File: src/rtl/fox_pkg.sv
/*
 Shared constants and types for the serial flash one-time area program
 and direct-execute control block.
 Assumes a 200 MHz core clock; all pin timing is counted in its cycles.
*/
package fox_pkg;
    // core clock and link timing
    localparam int CLK_PERIOD_NS = 5;
    localparam int DESELECT_GAP_TIME_NS = 50;
    localparam int DESELECT_GAP_CYC = (DESELECT_GAP_TIME_NS + CLK_PERIOD_NS - 1) / CLK_PERIOD_NS;
    localparam int PROG_TIMEOUT_DEF = 20000;
    localparam int DUMMY_CLKS = 8;

    // one-time area layout
    localparam int OTP_BYTES = 65;
    localparam logic [6:0] OTP_CTRL_ADDR = 7'h40;
    localparam int OTP_LOCK_BIT = 0;
    localparam logic [7:0] OTP_ERASED = 8'hFF;

    // command codes
    localparam logic [7:0] CMD_WREN = 8'h06;
    localparam logic [7:0] CMD_WRDI = 8'h04;
    localparam logic [7:0] CMD_RST_ARM = 8'h66;
    localparam logic [7:0] CMD_RST_EXEC = 8'h99;
    localparam logic [7:0] CMD_PROG_OTP = 8'h42;
    localparam logic [7:0] CMD_WR_VCR = 8'h81;
    localparam logic [7:0] CMD_CLR_FLAGS = 8'h50;
    localparam logic [7:0] CMD_FAST_READ = 8'h0B;
    localparam logic [7:0] CMD_DOUT_READ = 8'h3B;
    localparam logic [7:0] CMD_QOUT_READ = 8'h6B;
    localparam logic [7:0] CMD_DIO_READ = 8'hBB;
    localparam logic [7:0] CMD_QIO_READ = 8'hEB;

    // register bit positions and reset values
    localparam int SR_WIP = 0;
    localparam int SR_WEL = 1;
    localparam int FS_PROT = 1;
    localparam int FS_PROG_FAIL = 4;
    localparam int VCR_XIP_BIT = 3;
    localparam logic [2:0] NVCR_XIP_OFF = 3'h7;

    typedef enum logic [1:0] {PROTO_EXT = 2'h0, PROTO_DUAL = 2'h1, PROTO_QUAD = 2'h2} fox_proto_t;
    typedef enum logic [2:0] {
        PH_CMD = 3'h0, PH_ADDR = 3'h1, PH_DUMMY = 3'h3, PH_DATA = 3'h2, PH_IGNORE = 3'h6
    } fox_phase_t;
    typedef enum logic [1:0] {PG_IDLE = 2'h0, PG_READ = 2'h1, PG_MERGE = 2'h3, PG_DONE = 2'h2} fox_prog_t;
endpackage

File: src/rtl/fox_mem_if.sv
/*
 Byte memory access bundle between the controller and its memories.
 Assumes one write port and one registered read port per memory.
*/
`timescale 1ns/100ps
`default_nettype none
interface fox_mem_if #(parameter int AW = 7, parameter int DW = 8);
    logic we;
    logic [AW-1:0] waddr;
    logic [DW-1:0] wdata;
    logic [AW-1:0] raddr;
    logic [DW-1:0] rdata;
    modport ctrl (output we, output waddr, output wdata, output raddr, input rdata);
    modport mem (input we, input waddr, input wdata, input raddr, output rdata);
endinterface
`default_nettype wire

File: src/rtl/fox_flash_ctrl.sv
/*
 Command-level control of a serial NOR flash: one-time area program with
 locking, and entry, stay and exit of direct_execute_mode.
 Assumes the host drives chip select, serial clock and data lines from its
 own clock; all pins are synchronised and the serial clock edges are found
 by sampling, so the serial clock must stay well below a quarter of clk.
*/
// Behaviour
// RULE1: one-time program takes at most 64 data bytes plus the control byte
// RULE2: write-in-progress reads 1 during program, 0 when it finishes
// RULE3: write enable latch cleared at program end, pass or fail
// RULE4: program timeout clears write enable latch and sets program-fail flag
// RULE5: no chip select rise after whole byte: no program, no flags, latch stays
// RULE6: control byte 64 bit 0 at 0 locks the area forever
// RULE7: locked area: program ignored, latch kept, flag bits 1 and 4 set
// RULE8: host arms direct_execute_mode by writing config bit 3 to 0
// RULE9: confirm bit 0 in next quick read enters direct_execute_mode
// RULE10: in direct_execute_mode each transaction is address only
// RULE11: confirm bit 1 exits mode and restores config bit 3 to 1
// RULE12: basic variant enters mode on confirm 0 without arming
// RULE13: boot setting in bits 11:9 starts device in direct_execute_mode
// RULE14: confirm bit sampled on serial_line_zero at first dummy clock
// RULE15: other data lines ignored during first dummy clock
// RULE16: reset pin low pulse while deselected restores power-up state
// RULE17: host forces exit with line zero high for 7, 13 or 25 clocks
// RULE18: forced exit only leaves the mode, program keeps running
// RULE19: host follows forced exit with reset arm and reset execute
// RULE20: reset arm 66h, deselect gap, then 99h resets on chip select rise
// RULE21: program ignored without flags unless write enable latch is set
// RULE22: outside direct_execute_mode every transaction starts with a command
`timescale 1ns/100ps
`default_nettype none
module fox_flash_ctrl #(
    parameter int PROG_TIMEOUT_CYC = fox_pkg::PROG_TIMEOUT_DEF
) (
    // clocking
    input wire logic clk,
    input wire logic rst,
    input wire logic ce,
    // serial link pins
    input wire logic csN,
    input wire logic sclk,
    input wire logic [3:0] dqIn,
    input wire logic rstPinN,
    // configuration straps and array ready
    input wire fox_pkg::fox_proto_t protocolSel,
    input wire logic basicXip,
    input wire logic [2:0] nvcrXipMode,
    input wire logic resetPinEnable,
    input wire logic arrayReady,
    // status
    output logic [7:0] statusReg,
    output logic [7:0] flagStatus,
    output logic xipActive,
    output logic vcrXipEnableN,
    output logic otpLocked,
    output logic softReset,
    // read request towards the array
    output logic readStart,
    output logic [23:0] readAddr
);
    import fox_pkg::*;

    localparam int TW = $clog2(PROG_TIMEOUT_CYC + 1);
    localparam logic [TW-1:0] TMO_LAST = TW'(PROG_TIMEOUT_CYC - 1);
    localparam logic [7:0] GAP_CYC = 8'(DESELECT_GAP_CYC);
    localparam logic [5:0] DUMMY_LAST = 6'(DUMMY_CLKS - 1);
    localparam logic [6:0] OTP_COUNT = 7'(OTP_BYTES);

    logic [6:0] pinSync;
    logic rstPinS, csNS, sclkS;
    logic [3:0] dqS;
    logic sclkPrev, csPrev, rstPinPrev;
    logic sclkRise, csFall, csRise;
    fox_phase_t phase;
    logic [5:0] bitCnt, step, nextCnt;
    logic [31:0] shift, next_shift;
    logic [7:0] cmd, dataByte, gapCnt;
    logic [23:0] addr;
    logic [6:0] byteCount;
    logic wel, armed, gapOk, bootPending, fsProgFail, fsProtErr;
    fox_prog_t pg;
    logic [6:0] idx, len, base, room, calcLen;
    logic [TW-1:0] tmo;
    logic busy, firstDummy, cmdDone, progEnd, stageWe, tmoHit;
    logic evWren, evWrdi, evRstArm, evRstExec, evClrFlags, evVcrWrite;
    logic evProgReq, evProgStart, evProgLocked, evProgDone, evProgFail, evPinReset, evSoftReset;

    fox_mem_if #(.AW(7), .DW(8)) stageIf ();
    fox_mem_if #(.AW(7), .DW(8)) otpIf ();

    // pins cross into clk before anything looks at them
    fox_pin_sync #(.WIDTH(7), .RESET_VAL(7'h7F)) u_sync (
        .clk(clk),
        .rst(rst),
        .ce(ce),
        .pinIn({rstPinN, csN, sclk, dqIn}),
        .pinSync(pinSync)
    );
    assign {rstPinS, csNS, sclkS, dqS} = pinSync;

    // bytes of one program command wait here until chip select rises
    fox_byte_mem #(.DEPTH(OTP_BYTES), .AW(7), .INIT(OTP_ERASED)) u_stage (
        .clk(clk),
        .rst(rst),
        .ce(ce),
        .mp(stageIf.mem)
    );

    // the one-time area itself, control byte at the top
    fox_byte_mem #(.DEPTH(OTP_BYTES), .AW(7), .INIT(OTP_ERASED)) u_otp (
        .clk(clk),
        .rst(rst),
        .ce(ce),
        .mp(otpIf.mem)
    );

    function automatic logic isFastRead(input logic [7:0] c);
        return (c == CMD_FAST_READ) || (c == CMD_DOUT_READ) || (c == CMD_QOUT_READ) ||
               (c == CMD_DIO_READ) || (c == CMD_QIO_READ);
    endfunction

    // edge history of the synchronised pins
    always_ff @(posedge clk or posedge rst) begin
        if (rst) begin
            sclkPrev <= 1'b1;
            csPrev <= 1'b1;
            rstPinPrev <= 1'b1;
        end else if (ce) begin
            sclkPrev <= sclkS;
            csPrev <= csNS;
            rstPinPrev <= rstPinS;
        end
    end

    assign sclkRise = sclkS & ~sclkPrev & ~csNS;
    assign csFall = ~csNS & csPrev;
    assign csRise = csNS & ~csPrev;

    // shift width follows the active protocol
    always_comb begin
        case (protocolSel)
            PROTO_DUAL: begin
                step = 6'h02;
                next_shift = {shift[29:0], dqS[1:0]};
            end
            PROTO_QUAD: begin
                step = 6'h04;
                next_shift = {shift[27:0], dqS};
            end
            default: begin
                step = 6'h01;
                next_shift = {shift[30:0], dqS[0]};
            end
        endcase
    end
    assign nextCnt = bitCnt + step;

    // serial front end: command, address, dummy and data phases
    always_ff @(posedge clk or posedge rst) begin
        if (rst) begin
            phase <= PH_IGNORE;
            bitCnt <= 6'h00;
            shift <= 32'h00000000;
            cmd <= 8'h00;
            addr <= 24'h000000;
            dataByte <= 8'h00;
            byteCount <= 7'h00;
        end else if (ce) begin
            if (csFall) begin
                phase <= xipActive ? PH_ADDR : PH_CMD; // RULE10 RULE22
                cmd <= xipActive ? CMD_FAST_READ : 8'h00; // RULE10
                bitCnt <= 6'h00;
                byteCount <= 7'h00;
                shift <= 32'h00000000;
            end else if (sclkRise) begin
                shift <= next_shift;
                case (phase)
                    PH_CMD: begin
                        if (nextCnt == 6'h08) begin
                            cmd <= next_shift[7:0];
                            bitCnt <= 6'h00;
                            if (isFastRead(next_shift[7:0]) || next_shift[7:0] == CMD_PROG_OTP) begin
                                phase <= PH_ADDR;
                            end else if (next_shift[7:0] == CMD_WR_VCR) begin
                                phase <= PH_DATA;
                            end else begin
                                phase <= PH_IGNORE;
                            end
                        end else begin
                            bitCnt <= nextCnt;
                        end
                    end
                    PH_ADDR: begin
                        if (nextCnt == 6'h18) begin
                            addr <= next_shift[23:0];
                            bitCnt <= 6'h00;
                            phase <= (cmd == CMD_PROG_OTP) ? PH_DATA : PH_DUMMY;
                        end else begin
                            bitCnt <= nextCnt;
                        end
                    end
                    PH_DUMMY: begin
                        // dummy phase counts clocks, not bits
                        if (bitCnt == DUMMY_LAST) begin
                            bitCnt <= 6'h00;
                            phase <= PH_DATA;
                        end else begin
                            bitCnt <= bitCnt + 6'h01;
                        end
                    end
                    PH_DATA: begin
                        if (nextCnt == 6'h08) begin
                            bitCnt <= 6'h00;
                            dataByte <= next_shift[7:0];
                            if (byteCount != 7'h7F) begin
                                byteCount <= byteCount + 7'h01;
                            end
                        end else begin
                            bitCnt <= nextCnt;
                        end
                    end
                    default: begin
                    end
                endcase
            end
        end
    end

    // read request to the array once the dummy clocks are over
    always_ff @(posedge clk or posedge rst) begin
        if (rst) begin
            readStart <= 1'b0;
            readAddr <= 24'h000000;
        end else if (ce) begin
            readStart <= sclkRise && !csFall && phase == PH_DUMMY && bitCnt == DUMMY_LAST;
            readAddr <= addr;
        end
    end

    // only line zero is looked at in the first dummy clock
    assign firstDummy = sclkRise && !csFall && phase == PH_DUMMY && bitCnt == 6'h00; // RULE14 RULE15

    // chip select rise events
    assign cmdDone = csRise && phase == PH_IGNORE;
    assign evWren = cmdDone && cmd == CMD_WREN;
    assign evWrdi = cmdDone && cmd == CMD_WRDI;
    assign evRstArm = cmdDone && cmd == CMD_RST_ARM;
    assign evRstExec = cmdDone && cmd == CMD_RST_EXEC && armed && gapOk; // RULE20
    assign evClrFlags = cmdDone && cmd == CMD_CLR_FLAGS;
    assign evVcrWrite = csRise && cmd == CMD_WR_VCR && phase == PH_DATA && bitCnt == 6'h00 && byteCount != 7'h00;
    // a rise mid-byte or before any data byte leaves everything untouched
    assign progEnd = csRise && cmd == CMD_PROG_OTP && phase == PH_DATA && bitCnt == 6'h00 &&
                     byteCount != 7'h00; // RULE5
    assign evProgReq = progEnd && wel && !busy; // RULE21
    assign evProgLocked = evProgReq && otpLocked; // RULE7
    assign evProgStart = evProgReq && !otpLocked;
    assign evPinReset = resetPinEnable && csNS && rstPinPrev && !rstPinS; // RULE16
    assign evSoftReset = evRstExec || evPinReset;

    // reset arm must be followed by execute after a long enough deselect
    always_ff @(posedge clk or posedge rst) begin
        if (rst) begin
            armed <= 1'b0;
            gapOk <= 1'b0;
            gapCnt <= 8'h00;
        end else if (ce) begin
            if (csNS) begin
                gapCnt <= (gapCnt == GAP_CYC) ? gapCnt : gapCnt + 8'h01;
            end else begin
                gapCnt <= 8'h00;
            end
            if (csFall) begin
                gapOk <= (gapCnt == GAP_CYC); // RULE20
            end
            if (evSoftReset) begin
                armed <= 1'b0;
            end else if (csRise) begin
                armed <= evRstArm; // RULE20
            end
        end
    end

    // registered pulse so the rest of the chip sees the power-on state request
    always_ff @(posedge clk or posedge rst) begin
        if (rst) begin
            softReset <= 1'b0;
        end else if (ce) begin
            softReset <= evSoftReset;
        end
    end

    // direct_execute_mode and the volatile arming bit
    always_ff @(posedge clk or posedge rst) begin
        if (rst) begin
            xipActive <= 1'b0;
            vcrXipEnableN <= 1'b1;
            bootPending <= 1'b1;
        end else if (ce) begin
            if (evSoftReset) begin
                xipActive <= 1'b0; // RULE16
                vcrXipEnableN <= 1'b1;
                bootPending <= 1'b1;
            end else if (bootPending) begin
                // boot strap is caught after reset release, confirm taken as 0
                xipActive <= (nvcrXipMode != NVCR_XIP_OFF); // RULE13
                vcrXipEnableN <= (nvcrXipMode == NVCR_XIP_OFF);
                bootPending <= 1'b0;
            end else if (firstDummy) begin
                if (xipActive && dqS[0]) begin
                    // forced-exit clocks land here too; program state is untouched
                    xipActive <= 1'b0; // RULE11 RULE17 RULE18
                    vcrXipEnableN <= 1'b1; // RULE11
                end else if (!xipActive && !dqS[0] && (!vcrXipEnableN || basicXip)) begin
                    xipActive <= 1'b1; // RULE9 RULE12
                end
            end else if (evVcrWrite) begin
                vcrXipEnableN <= dataByte[VCR_XIP_BIT]; // RULE8
            end
        end
    end

    // write enable latch
    always_ff @(posedge clk or posedge rst) begin
        if (rst) begin
            wel <= 1'b0;
        end else if (ce) begin
            if (evSoftReset || evProgDone || evProgFail) begin
                wel <= 1'b0; // RULE3 RULE4
            end else if (evWren) begin
                wel <= 1'b1;
            end else if (evWrdi) begin
                wel <= 1'b0;
            end
        end
    end

    // capture bytes while the command streams in; extra bytes are dropped
    assign stageWe = sclkRise && !csFall && phase == PH_DATA && nextCnt == 6'h08 &&
                     cmd == CMD_PROG_OTP && byteCount < OTP_COUNT && !busy; // RULE1
    assign stageIf.we = stageWe;
    assign stageIf.waddr = byteCount;
    assign stageIf.wdata = next_shift[7:0];
    assign stageIf.raddr = idx;

    // bytes that fit between the start address and the control byte
    assign room = (addr[23:7] == 17'h00000 && addr[6:0] <= OTP_CTRL_ADDR) ? OTP_COUNT - addr[6:0] : 7'h00;
    assign calcLen = (byteCount < room) ? byteCount : room; // RULE1

    // program engine: read old byte, merge, write back
    assign busy = (pg != PG_IDLE);
    assign tmoHit = (tmo >= TMO_LAST);
    assign evProgDone = (pg == PG_DONE);
    assign evProgFail = (pg == PG_MERGE) && tmoHit && !arrayReady;
    always_ff @(posedge clk or posedge rst) begin
        if (rst) begin
            pg <= PG_IDLE;
            idx <= 7'h00;
            len <= 7'h00;
            base <= 7'h00;
            tmo <= '0;
        end else if (ce) begin
            if (evSoftReset) begin
                pg <= PG_IDLE;
            end else begin
                case (pg)
                    PG_IDLE: begin
                        if (evProgStart) begin
                            base <= addr[6:0];
                            len <= calcLen;
                            idx <= 7'h00;
                            tmo <= '0;
                            pg <= PG_READ;
                        end
                    end
                    PG_READ: begin
                        tmo <= tmo + 1'b1;
                        pg <= (idx == len) ? PG_DONE : PG_MERGE;
                    end
                    PG_MERGE: begin
                        tmo <= tmo + 1'b1;
                        if (arrayReady) begin
                            idx <= idx + 7'h01;
                            pg <= PG_READ;
                        end else if (tmoHit) begin
                            pg <= PG_IDLE; // RULE4
                        end
                    end
                    default: begin
                        pg <= PG_IDLE; // RULE2
                    end
                endcase
            end
        end
    end

    // programming only clears bits, so a zero lock bit stays zero
    assign otpIf.raddr = base + idx;
    assign otpIf.waddr = base + idx;
    assign otpIf.wdata = otpIf.rdata & stageIf.rdata; // RULE6
    assign otpIf.we = (pg == PG_MERGE) && arrayReady && !evSoftReset;

    // lock state mirrors control byte bit 0
    always_ff @(posedge clk or posedge rst) begin
        if (rst) begin
            otpLocked <= 1'b0;
        end else if (ce) begin
            if (otpIf.we && otpIf.waddr == OTP_CTRL_ADDR && !otpIf.wdata[OTP_LOCK_BIT]) begin
                otpLocked <= 1'b1; // RULE6
            end
        end
    end

    // error flags; a new error wins over a clear in the same cycle
    always_ff @(posedge clk or posedge rst) begin
        if (rst) begin
            fsProgFail <= 1'b0;
            fsProtErr <= 1'b0;
        end else if (ce) begin
            if (evSoftReset) begin
                fsProgFail <= 1'b0;
                fsProtErr <= 1'b0;
            end else begin
                fsProgFail <= evProgFail || evProgLocked || (fsProgFail && !evClrFlags); // RULE4 RULE7
                fsProtErr <= evProgLocked || (fsProtErr && !evClrFlags); // RULE7
            end
        end
    end

    // status views built from state flops
    always_comb begin
        statusReg = 8'h00;
        statusReg[SR_WIP] = busy; // RULE2
        statusReg[SR_WEL] = wel;
        flagStatus = 8'h00;
        flagStatus[FS_PROT] = fsProtErr;
        flagStatus[FS_PROG_FAIL] = fsProgFail;
    end
endmodule
`default_nettype wire

File: src/rtl/fox_pin_sync.sv
/*
 Two-flop synchroniser for pins arriving from outside the core clock.
 Assumes each bit is an independent level; no bus coherence is implied.
*/
`timescale 1ns/100ps
`default_nettype none
module fox_pin_sync #(
    parameter int WIDTH = 7,
    parameter logic [WIDTH-1:0] RESET_VAL = '0
) (
    // clocking
    input wire logic clk,
    input wire logic rst,
    input wire logic ce,
    // pins and synchronised copies
    input wire logic [WIDTH-1:0] pinIn,
    output logic [WIDTH-1:0] pinSync
);
    for (genvar i = 0; i < WIDTH; i++) begin : g_bit
        logic meta;
        // first flop feeds only the second one
        always_ff @(posedge clk or posedge rst) begin
            if (rst) begin
                meta <= RESET_VAL[i];
                pinSync[i] <= RESET_VAL[i];
            end else if (ce) begin
                meta <= pinIn[i];
                pinSync[i] <= meta;
            end
        end
    end
endmodule
`default_nettype wire

File: src/rtl/fox_byte_mem.sv
/*
 Small byte memory with registered read data and reset to a fill value.
 Assumes writes beyond DEPTH are dropped by the caller or here.
*/
`timescale 1ns/100ps
`default_nettype none
module fox_byte_mem #(
    parameter int DEPTH = 65,
    parameter int AW = 7,
    parameter logic [7:0] INIT = 8'hFF
) (
    // clocking
    input wire logic clk,
    input wire logic rst,
    input wire logic ce,
    // access port
    fox_mem_if.mem mp
);
    logic [7:0] store [DEPTH];

    // reset fill keeps never-written bytes at the erased value
    always_ff @(posedge clk or posedge rst) begin
        if (rst) begin
            for (int i = 0; i < DEPTH; i++) begin
                store[i] <= INIT;
            end
            mp.rdata <= INIT;
        end else if (ce) begin
            if (mp.we && (int'(mp.waddr) < DEPTH)) begin
                store[mp.waddr] <= mp.wdata;
            end
            mp.rdata <= (int'(mp.raddr) < DEPTH) ? store[mp.raddr] : INIT;
        end
    end
endmodule
`default_nettype wire

File: config.mk
export PLATFORM = sky130hd
export DESIGN_NAME = fox_flash_ctrl
export DESIGN_NICKNAME = d
export VERILOG_FILES = /design/src/rtl/fox_pkg.sv /design/src/rtl/fox_mem_if.sv /design/src/rtl/fox_flash_ctrl.sv /design/src/rtl/fox_pin_sync.sv /design/src/rtl/fox_byte_mem.sv
export SDC_FILE = /design/constraint.sdc
export NUM_CORES = 1
export LEC_CHECK = 0
export ABC_AREA = 1
export BUFFER_PORTS_ARGS = -buffer_cell sky130_fd_sc_hd__buf_4
export CELL_PAD_IN_SITES_DETAIL_PLACEMENT = 1
export CELL_PAD_IN_SITES_GLOBAL_PLACEMENT = 1
export CORE_MARGIN = 5
export CORE_UTILIZATION = 48
export DETAILED_ROUTE_END_ITERATION = 7
export MAX_ROUTING_LAYER = met4
export PLACE_DENSITY = 0.91
export SETUP_SLACK_MARGIN = 0.4
export SYNTH_ARGS = -nofsm -noshare
export SYNTH_HDL_FRONTEND = slang
export SYNTH_SLANG_ARGS = --single-unit
File: constraint.sdc
create_clock -name clk -period 19.2 [get_ports clk]
set_input_delay 0.96 -clock clk [delete_from_list [all_inputs] [get_ports clk]]
set_output_delay 0.96 -clock clk [all_outputs]
set_load 0.05 [all_outputs]
**Word level (Yosys, flattened, before mapping)**

Cells that the tools add are included.

- Input bits: 18
- Logic and storage cells: 438
- Register bits after elaboration: 1229
- Output and inout port bits: 45

- $add $sub $neg: 8
- $lt $le $gt $ge: 12
- Bitwise gates (word level): 13
- Multiplexer cells: 77
- Reductions and logical operators: 113
- Equal/unequal tests: 41

Operators by type and width:

| cell | count |
|---|---|
| bitwise mux 520 bit | 2 |
| binary-select mux 8 bit (select 7 bit) | 2 |
| demux 8 bit (select 7 bit) | 2 |
| 2-to-1 mux 8 bit | 14 |
| 2-to-1 mux 7 bit | 9 |
| logical AND 1 bit | 48 |
| case mux 24 bit (2 select lines) | 1 |
| 2-to-1 mux 23 bit | 2 |
| == test 8 x 7 -> 1 bit (second input constant) | 5 |
| == test 8 bit (second input constant) | 5 |
| 2-to-1 mux 6 bit | 5 |
| case mux 15 bit (2 select lines) | 1 |
| less-than comparator 7 bit (second input constant) | 4 |
| >= comparator 8 bit (second input constant) | 3 |
| NOT 7 -> 8 bit | 3 |
| 2-to-1 mux 1 bit | 21 |
| 2-to-1 mux 3 bit | 7 |
| AND reduction 5 bit | 4 |
| case mux 6 bit (3 select lines) | 1 |
| nonzero test 2 bit | 9 |
| logical NOT 17 bit | 1 |
| == test 8 x 3 -> 1 bit (second input constant) | 2 |
| == test 8 x 4 -> 1 bit (second input constant) | 2 |
| less-than comparator 8 x 1 -> 1 bit (second input constant) | 2 |
| other kinds (49) | 109 |

**Longest topological paths before layout**

- Depth in word-level cells: 13
- Mapped depth: 19

**By module**

From an unflattened synthesis, not the netlist that was laid out.

- Cells, all modules: 7801
- Area, all modules: 61760.5 sq um

By module, submodules not included:

| module | cells each | times used | sequential area each (sq um) | area an instance (sq um) |
|---|---|---|---|---|
| fox_byte_mem (u_otp) | 3268 | 1 | 13873.3 | 25996.2 |
| fox_byte_mem (u_stage) | 3266 | 1 | 13873.3 | 25916.1 |
| fox_flash_ctrl | 1207 | 1 | 3912.5 | 9296.4 |
| fox_pin_sync | 60 | 1 | 367.9 | 551.8 |

**Worst setup path after synthesis**

No wires, ideal clock.

- Path kind: input-to-reg
- Start: in protocolSel[0]
- End: reg u_stage.store[200] in the netlist's numbering
- Cell stages on the path: 17
- Setup slack: 15988 ps
- Data arrival time: 3139 ps
- Cell sequence: inv_1 > ha_1 > ha_1 > inv_1 > fa_1 > inv_1 > nand3_1 > nand2_1 > nand3_1 > nor2_2 > nand4_1 > nor2_2 > buf_6 > buf_4 > nand4_1 > nand2_1 > inv_1

- Cells in the longest elaborated chain, start to end: 10
- Elaborated cells between the ends (all ways): 11

Ends and longest elaborated chain:

| what | line | RTL |
|---|---|---|
| from (decl) | fox_flash_ctrl.sv:46 | `input wire fox_pkg::fox_proto_t protocolSel,` |
| == test 2 bit or == test 2 x 1 -> 1 bit (tied branches) | fox_flash_ctrl.sv:142 | `case (protocolSel)` |
| case mux 3 bit (2 select lines) (*) | fox_flash_ctrl.sv:142 |  |
| adder 6 bit (*) | fox_flash_ctrl.sv:157 | `assign nextCnt = bitCnt + step;` |
| == test 6 x 4 -> 1 bit (*) | fox_flash_ctrl.sv:339 | `assign stageWe = sclkRise && !csFall && phase == PH_DATA && nextCnt == 6'h08 &&` |
| logical AND 1 bit (*) (2 in a row) | fox_flash_ctrl.sv:339 |  |
| logical AND 1 bit (*) (2 in a row) | fox_flash_ctrl.sv:340 | `cmd == CMD_PROG_OTP && byteCount < OTP_COUNT && !busy;` |
| logical AND 1 bit (*) | fox_byte_mem.sv:29 | `if (mp.we && (int'(mp.waddr) < DEPTH)) begin` |
| AND reduction 2 bit (no line) (*) | - |  |
| to (signal, indexed assignment) | fox_byte_mem.sv:30 | `store[mp.waddr] <= mp.wdata;` |
| to (decl) | fox_byte_mem.sv:19 | `logic [7:0] store [DEPTH];` |

Mark *: on every way between the ends. The rest lies on a longest branch, timed or not.
A chain may end at the register's enable or synchronous reset.

**Worst setup path in the final report**

- Start: reg idx[1]
- End: reg u_otp.store[96] in the netlist's numbering

- Cells in the longest elaborated chain, start to end: 7
- Elaborated cells between the ends (all ways): 11

Ends and longest elaborated chain:

| what | line | RTL |
|---|---|---|
| from (decl) | fox_flash_ctrl.sv:83 | `logic [6:0] idx, len, base, room, calcLen;` |
| from (signal assigned) | fox_flash_ctrl.sv:383 | `idx <= idx + 7'h01;` |
| adder 7 bit (*) | fox_flash_ctrl.sv:399 | `assign otpIf.waddr = base + idx;` |
| NOT 7 -> 8 bit (not written as such) | fox_byte_mem.sv:30 |  |
| >= comparator 8 bit (not written as such) or less-than comparator 8 x 1 -> 1 bit (tied branches) | fox_byte_mem.sv:30 |  |
| logical AND 1 bit (not written as such) | fox_byte_mem.sv:30 |  |
| 2-to-1 mux 8 bit (not written as such) | fox_byte_mem.sv:30 |  |
| demux 8 bit (select 7 bit) | fox_byte_mem.sv:30 |  |
| bitwise mux 520 bit | fox_byte_mem.sv:30 |  |
| to (signal, indexed assignment) | fox_byte_mem.sv:30 |  |
| to (decl) | fox_byte_mem.sv:19 |  |

Marked as above.

==> flow_summary.rst <==
.. list-table::
   :header-rows: 1

   * - Metric
     - Value
   * - Synth area leader
     - dfstp_2
   * - CTS Buffer Depth
     - 3
   * - Outcome
     - complete, no violations
   * - Wirelength, routed
     - 57400 microns
   * - Overflow after GRT
     - 0
   * - Max_cap viols
     - 0
   * - Maximum fanout count along the critical path
     - 57
   * - Antenna violations before repair
     - 0
   * - Sequential-to-total area share from yosys stat
     - 42.8%
   * - Relative contribution of the clock network to total power
     - 34.9%
   * - Worst slew slack as a fraction of its limit
     - 5.64%
   * - Internal power of the cells
     - 1.26 mW
   * - Worst Hold Path EP
     - u_sync.g_bit[3].meta
   * - Total half-perimeter wirelength after legalization and detailed placement
     - 36700 microns
   * - Type of the tightest min-delay check
     - reg2reg
   * - Wire length of the first global-routing pass
     - between 90000 and 100000 microns
   * - Setup Total Neg Slack
     - 0 ns
   * - Initial core utilization
     - 48.3%
   * - CTS resizes
     - 0
   * - Power per standard cell area
     - between 100 and 150 mW/mm^2
   * - Number of placed I/O pins
     - 63
   * - Horizontal die dimension
     - around 200 microns
   * - Maximum achievable frequency
     - ~170 MHz
   * - Via total after detailed routing
     - between 15000 and 20000
   * - Hold buffer count at CTS
     - 0
   * - Most used standard cell by instance count after synthesis
     - nand2_1
   * - Worst-skew pair later-pin latency
     - 0.54 ns
   * - Post-layout minimum cycle time
     - 5.82 ns
   * - Length in cells of the worst reg-to-reg path
     - 14
   * - Routed WL per cell
     - 19.4 microns
   * - Synthesized netlist cell count
     - 2463
   * - TritonCTS clock tree
     - done
   * - Pleak
     - approximately 9.4 nW
   * - Total count of max-transition violations in the final report
     - 0
   * - Area added between synthesis and finish
     - 9.44%
   * - Instance count along the most critical hold path
     - 2
   * - Sequential cell area
     - 0.00775 sq mm
   * - Pin count of the biggest net entering global routing
     - 164
   * - Number of inserted diodes
     - 0
   * - Instance area at placement
     - between 0.015 and 0.02 sq mm
   * - Actual slew at the worst max-slew pin
     - around 1.4 ns
   * - Nets@finish
     - 2481
   * - Die H
     - 204 microns
   * - DRC violation total after the first TritonRoute iteration
     - 1135
   * - Asr flop ratio synth
     - 100%
   * - Summed instance area of the synthesized netlist
     - about 0.018 sq mm
   * - Mean cell area of the mapped netlist
     - 7.35 sq um
   * - Power share of the sequential group
     - 36.5%
   * - Maximum level of the CTS H-tree
     - 2
   * - Dominant register cell in the synthesized netlist
     - dfstp_2
   * - Kind of start point of the critical path
     - flip-flop
   * - Multi-input gate area
     - 0.00846 sq mm
   * - Post-CTS setup buffers
     - 0
   * - Row count
     - 71
   * - DRC errors left
     - 0
   * - Proportion of total power due to net switching
     - 38.4%
   * - Clock buffer count from CTS
     - 36
   * - Count of different cell masters after synthesis
     - 51
   * - CP Capture Type
     - flip-flop
   * - Min-delay src
     - u_sync.g_bit[3].meta
   * - Critical setup path kind
     - reg2reg
   * - Switching power total
     - between 700 and 800 uW
   * - Comb power frac
     - 28.7%
   * - Final Hold Vio Count
     - 0
   * - Worst Path Required
     - 19.67 ns
   * - Most area-consuming cells after synthesis
     - dfstp_2, dfrtp_1, nand2_1, nand4_1, inv_1
   * - Endpoints failing setup
     - 0
   * - Core region area
     - 0.0375 sq mm
   * - Total number of yosys warnings
     - 0
   * - Top cell type's share of synthesized area
     - 22.2%
   * - Number of nets with antenna violations after detailed routing
     - 0
   * - Unrepaired setup endpoints after global routing
     - no
   * - Per-cell via count in the routed design
     - 5.85
   * - Detailed Routing Iterations Pass 1
     - 7
   * - Fin crit share
     - 30.3%
   * - Clock transition at the registers of the reported paths
     - around 0.060 ns
   * - Die area
     - 0.0417 sq mm
   * - Number of enable-type register cells in the synthesized netlist
     - 0
   * - Count of state elements after synthesis
     - about 300
   * - Count of input and output buffers
     - 50
   * - Number of global-route vias before repair
     - 18700
   * - R2r setup slk
     - about 13 ns
   * - Fraction of final layout cells with drive strength greater than 1
     - 14.1%
   * - Global-route usage over all layers
     - 28.2%
   * - Max IR drop VDD
     - around 0.094 mV
   * - Clock skew after layout
     - 0.0227 ns
   * - Fill cell total of the finished layout
     - 4794
   * - Endpoint of the most critical register-to-register path
     - u_otp.store[96]
   * - Top cell types by occurrence after synthesis
     - nand2_1, inv_1, o21ai_0, nand4_1, dfstp_2
   * - RePlAce Congestion
     - 0.944
   * - Area of all placed cells without fillers
     - 0.0198 sq mm
   * - Clock Root Buffer
     - clkbuf_16
   * - Beginning of the worst register-to-register path
     - idx[1]
   * - Count of clock tree sinks
     - 302
   * - Arrival time of the worst setup path
     - 6.29 ns
[power groups by stage]
stage,clock network (mW),logic (mW),registers (mW)
3_3_place_gp,0,0.539,0.749
5_1_grt,0.745,0.644,0.751
3_5_place_dp,0,0.568,0.753
6_report,0.713,0.586,0.746
4_1_cts,0.719,0.578,0.744
2_1_floorplan,0,0.403,0.742
[cell type report]
type                            count  share of cell area, %
Clock inverter                     10                  0.758
Inverter                          314                   5.99
Tap cell                          511                   3.23
Sequential cell                   302                   39.1
Multi-Input combinational cell   1698                   42.7
Clock buffer                       54                   5.30
Timing Repair Buffer               76                   2.94
[cell usage in the layout (no fill, tap or decap), types with 3 or more instances in the layout]
cell / count
xnor2_1: 5
clkbuf_8: 6
inv_2: 17
nand2_1: 721
inv_1: 293
dfrtp_1: 149
nand3_1: 112
o211ai_1: 4
o21bai_1: 14
clkinv_1: 3
o21ai_0: 206
nand3b_1: 3
o31ai_1: 3
nand2_2: 10
a31oi_1: 3
ha_1: 33
clkbuf_1: 11
dfstp_2: 153
nand4_1: 195
clkbuf_16: 37
nor3_1: 33
clkinv_2: 6
nor2_4: 9
nor4_1: 7
buf_4: 75
o22ai_1: 18
or2_2: 10
a21oi_1: 79
bufinv_16: 4
xor2_2: 3
nor2_2: 7
o221ai_1: 15
nor2_1: 103
o21ai_1: 43
xor2_1: 27
conb_1: 12
[critical path, stage by stage, from the launching register on]
cell and delay (ns):
dfrtp_1 0.90, inv_1 0.66, fa_1 0.65, nand2_1 0.11, nand2_1 0.28, inv_2 0.30, nand2_1 0.12, nor2_1 0.76
nand3_2 0.21, nand2_1 0.13, nand2_2 0.05, buf_4 0.29, inv_2 0.81, nand4_1 0.27, nand2_1 0.14
[cell families after synthesis]
| kind of cell | synth area share, % |
|---|---|
| fa+ha+maj | 2.50 |
| mux | 0.0553 |
| other cells | 0.0207 |
| flops | 42.8 |
| compound gates | 11.9 |
| simple gates | 30.2 |
| buf+inv | 10.8 |
| xor+xnor | 1.82 |
[registers in the layout, summed over array words and instances, names as in the netlist, 2 cells and up]
name and count:
u_otp.store 65, u_stage.store 65, addr 24, readAddr 24
shift 23, tmo 15, cmd 8, gapCnt 8
base 7, byteCount 7, idx 7, len 7
u_sync.g_bit.meta 7, u_sync.pinSync 7, bitCnt 6, phase 3
pg 2
[routing by layer]
| metal | track usage (%) | vias to the layer above | share of wire [%] |
|---|---|---|---|
| li1 | - | 7961 | - |
| met1 | 33.5 | 8733 | 41 |
| met2 | 48.5 | 484 | 50 |
| met3 | 4.06 | 167 | 4.9 |
| met4 | 11.0 | 0 | 3.7 |
| met5 | - | - | 0 |
[stage by stage]
stage                     instances  setup slack (ns)  total power [mW]  util [%]  hold slack [ns]
after floorplan                2474             10.15              1.14         -            0.444
after CTS                      2965             13.51              2.04      52.9            0.464
after detailed placement       2901             13.67              1.32      49.7            0.455
final                          2965             13.38              2.04      52.9            0.463
after global routing           2965             13.02              2.14      52.9            0.474
after global placement         2901             14.04              1.29      49.7            0.452
[worst max-delay path by stage]
| stage | from | end | slack, ns | cells after the start |
|---|---|---|---|---|
| after floorplan | rst | addr[0] | 10.15 | 1 |
| after global placement | idx[1] | u_otp.store[376] | 14.04 | 14 |
| after detailed placement | idx[1] | u_otp.store[120] | 13.67 | 14 |
| after CTS | idx[1] | u_otp.store[96] | 13.51 | 14 |
| after global routing | idx[1] | u_otp.store[400] | 13.02 | 14 |
| final | idx[1] | u_otp.store[96] | 13.38 | 14 |
Power figures use the tool's default switching activity.
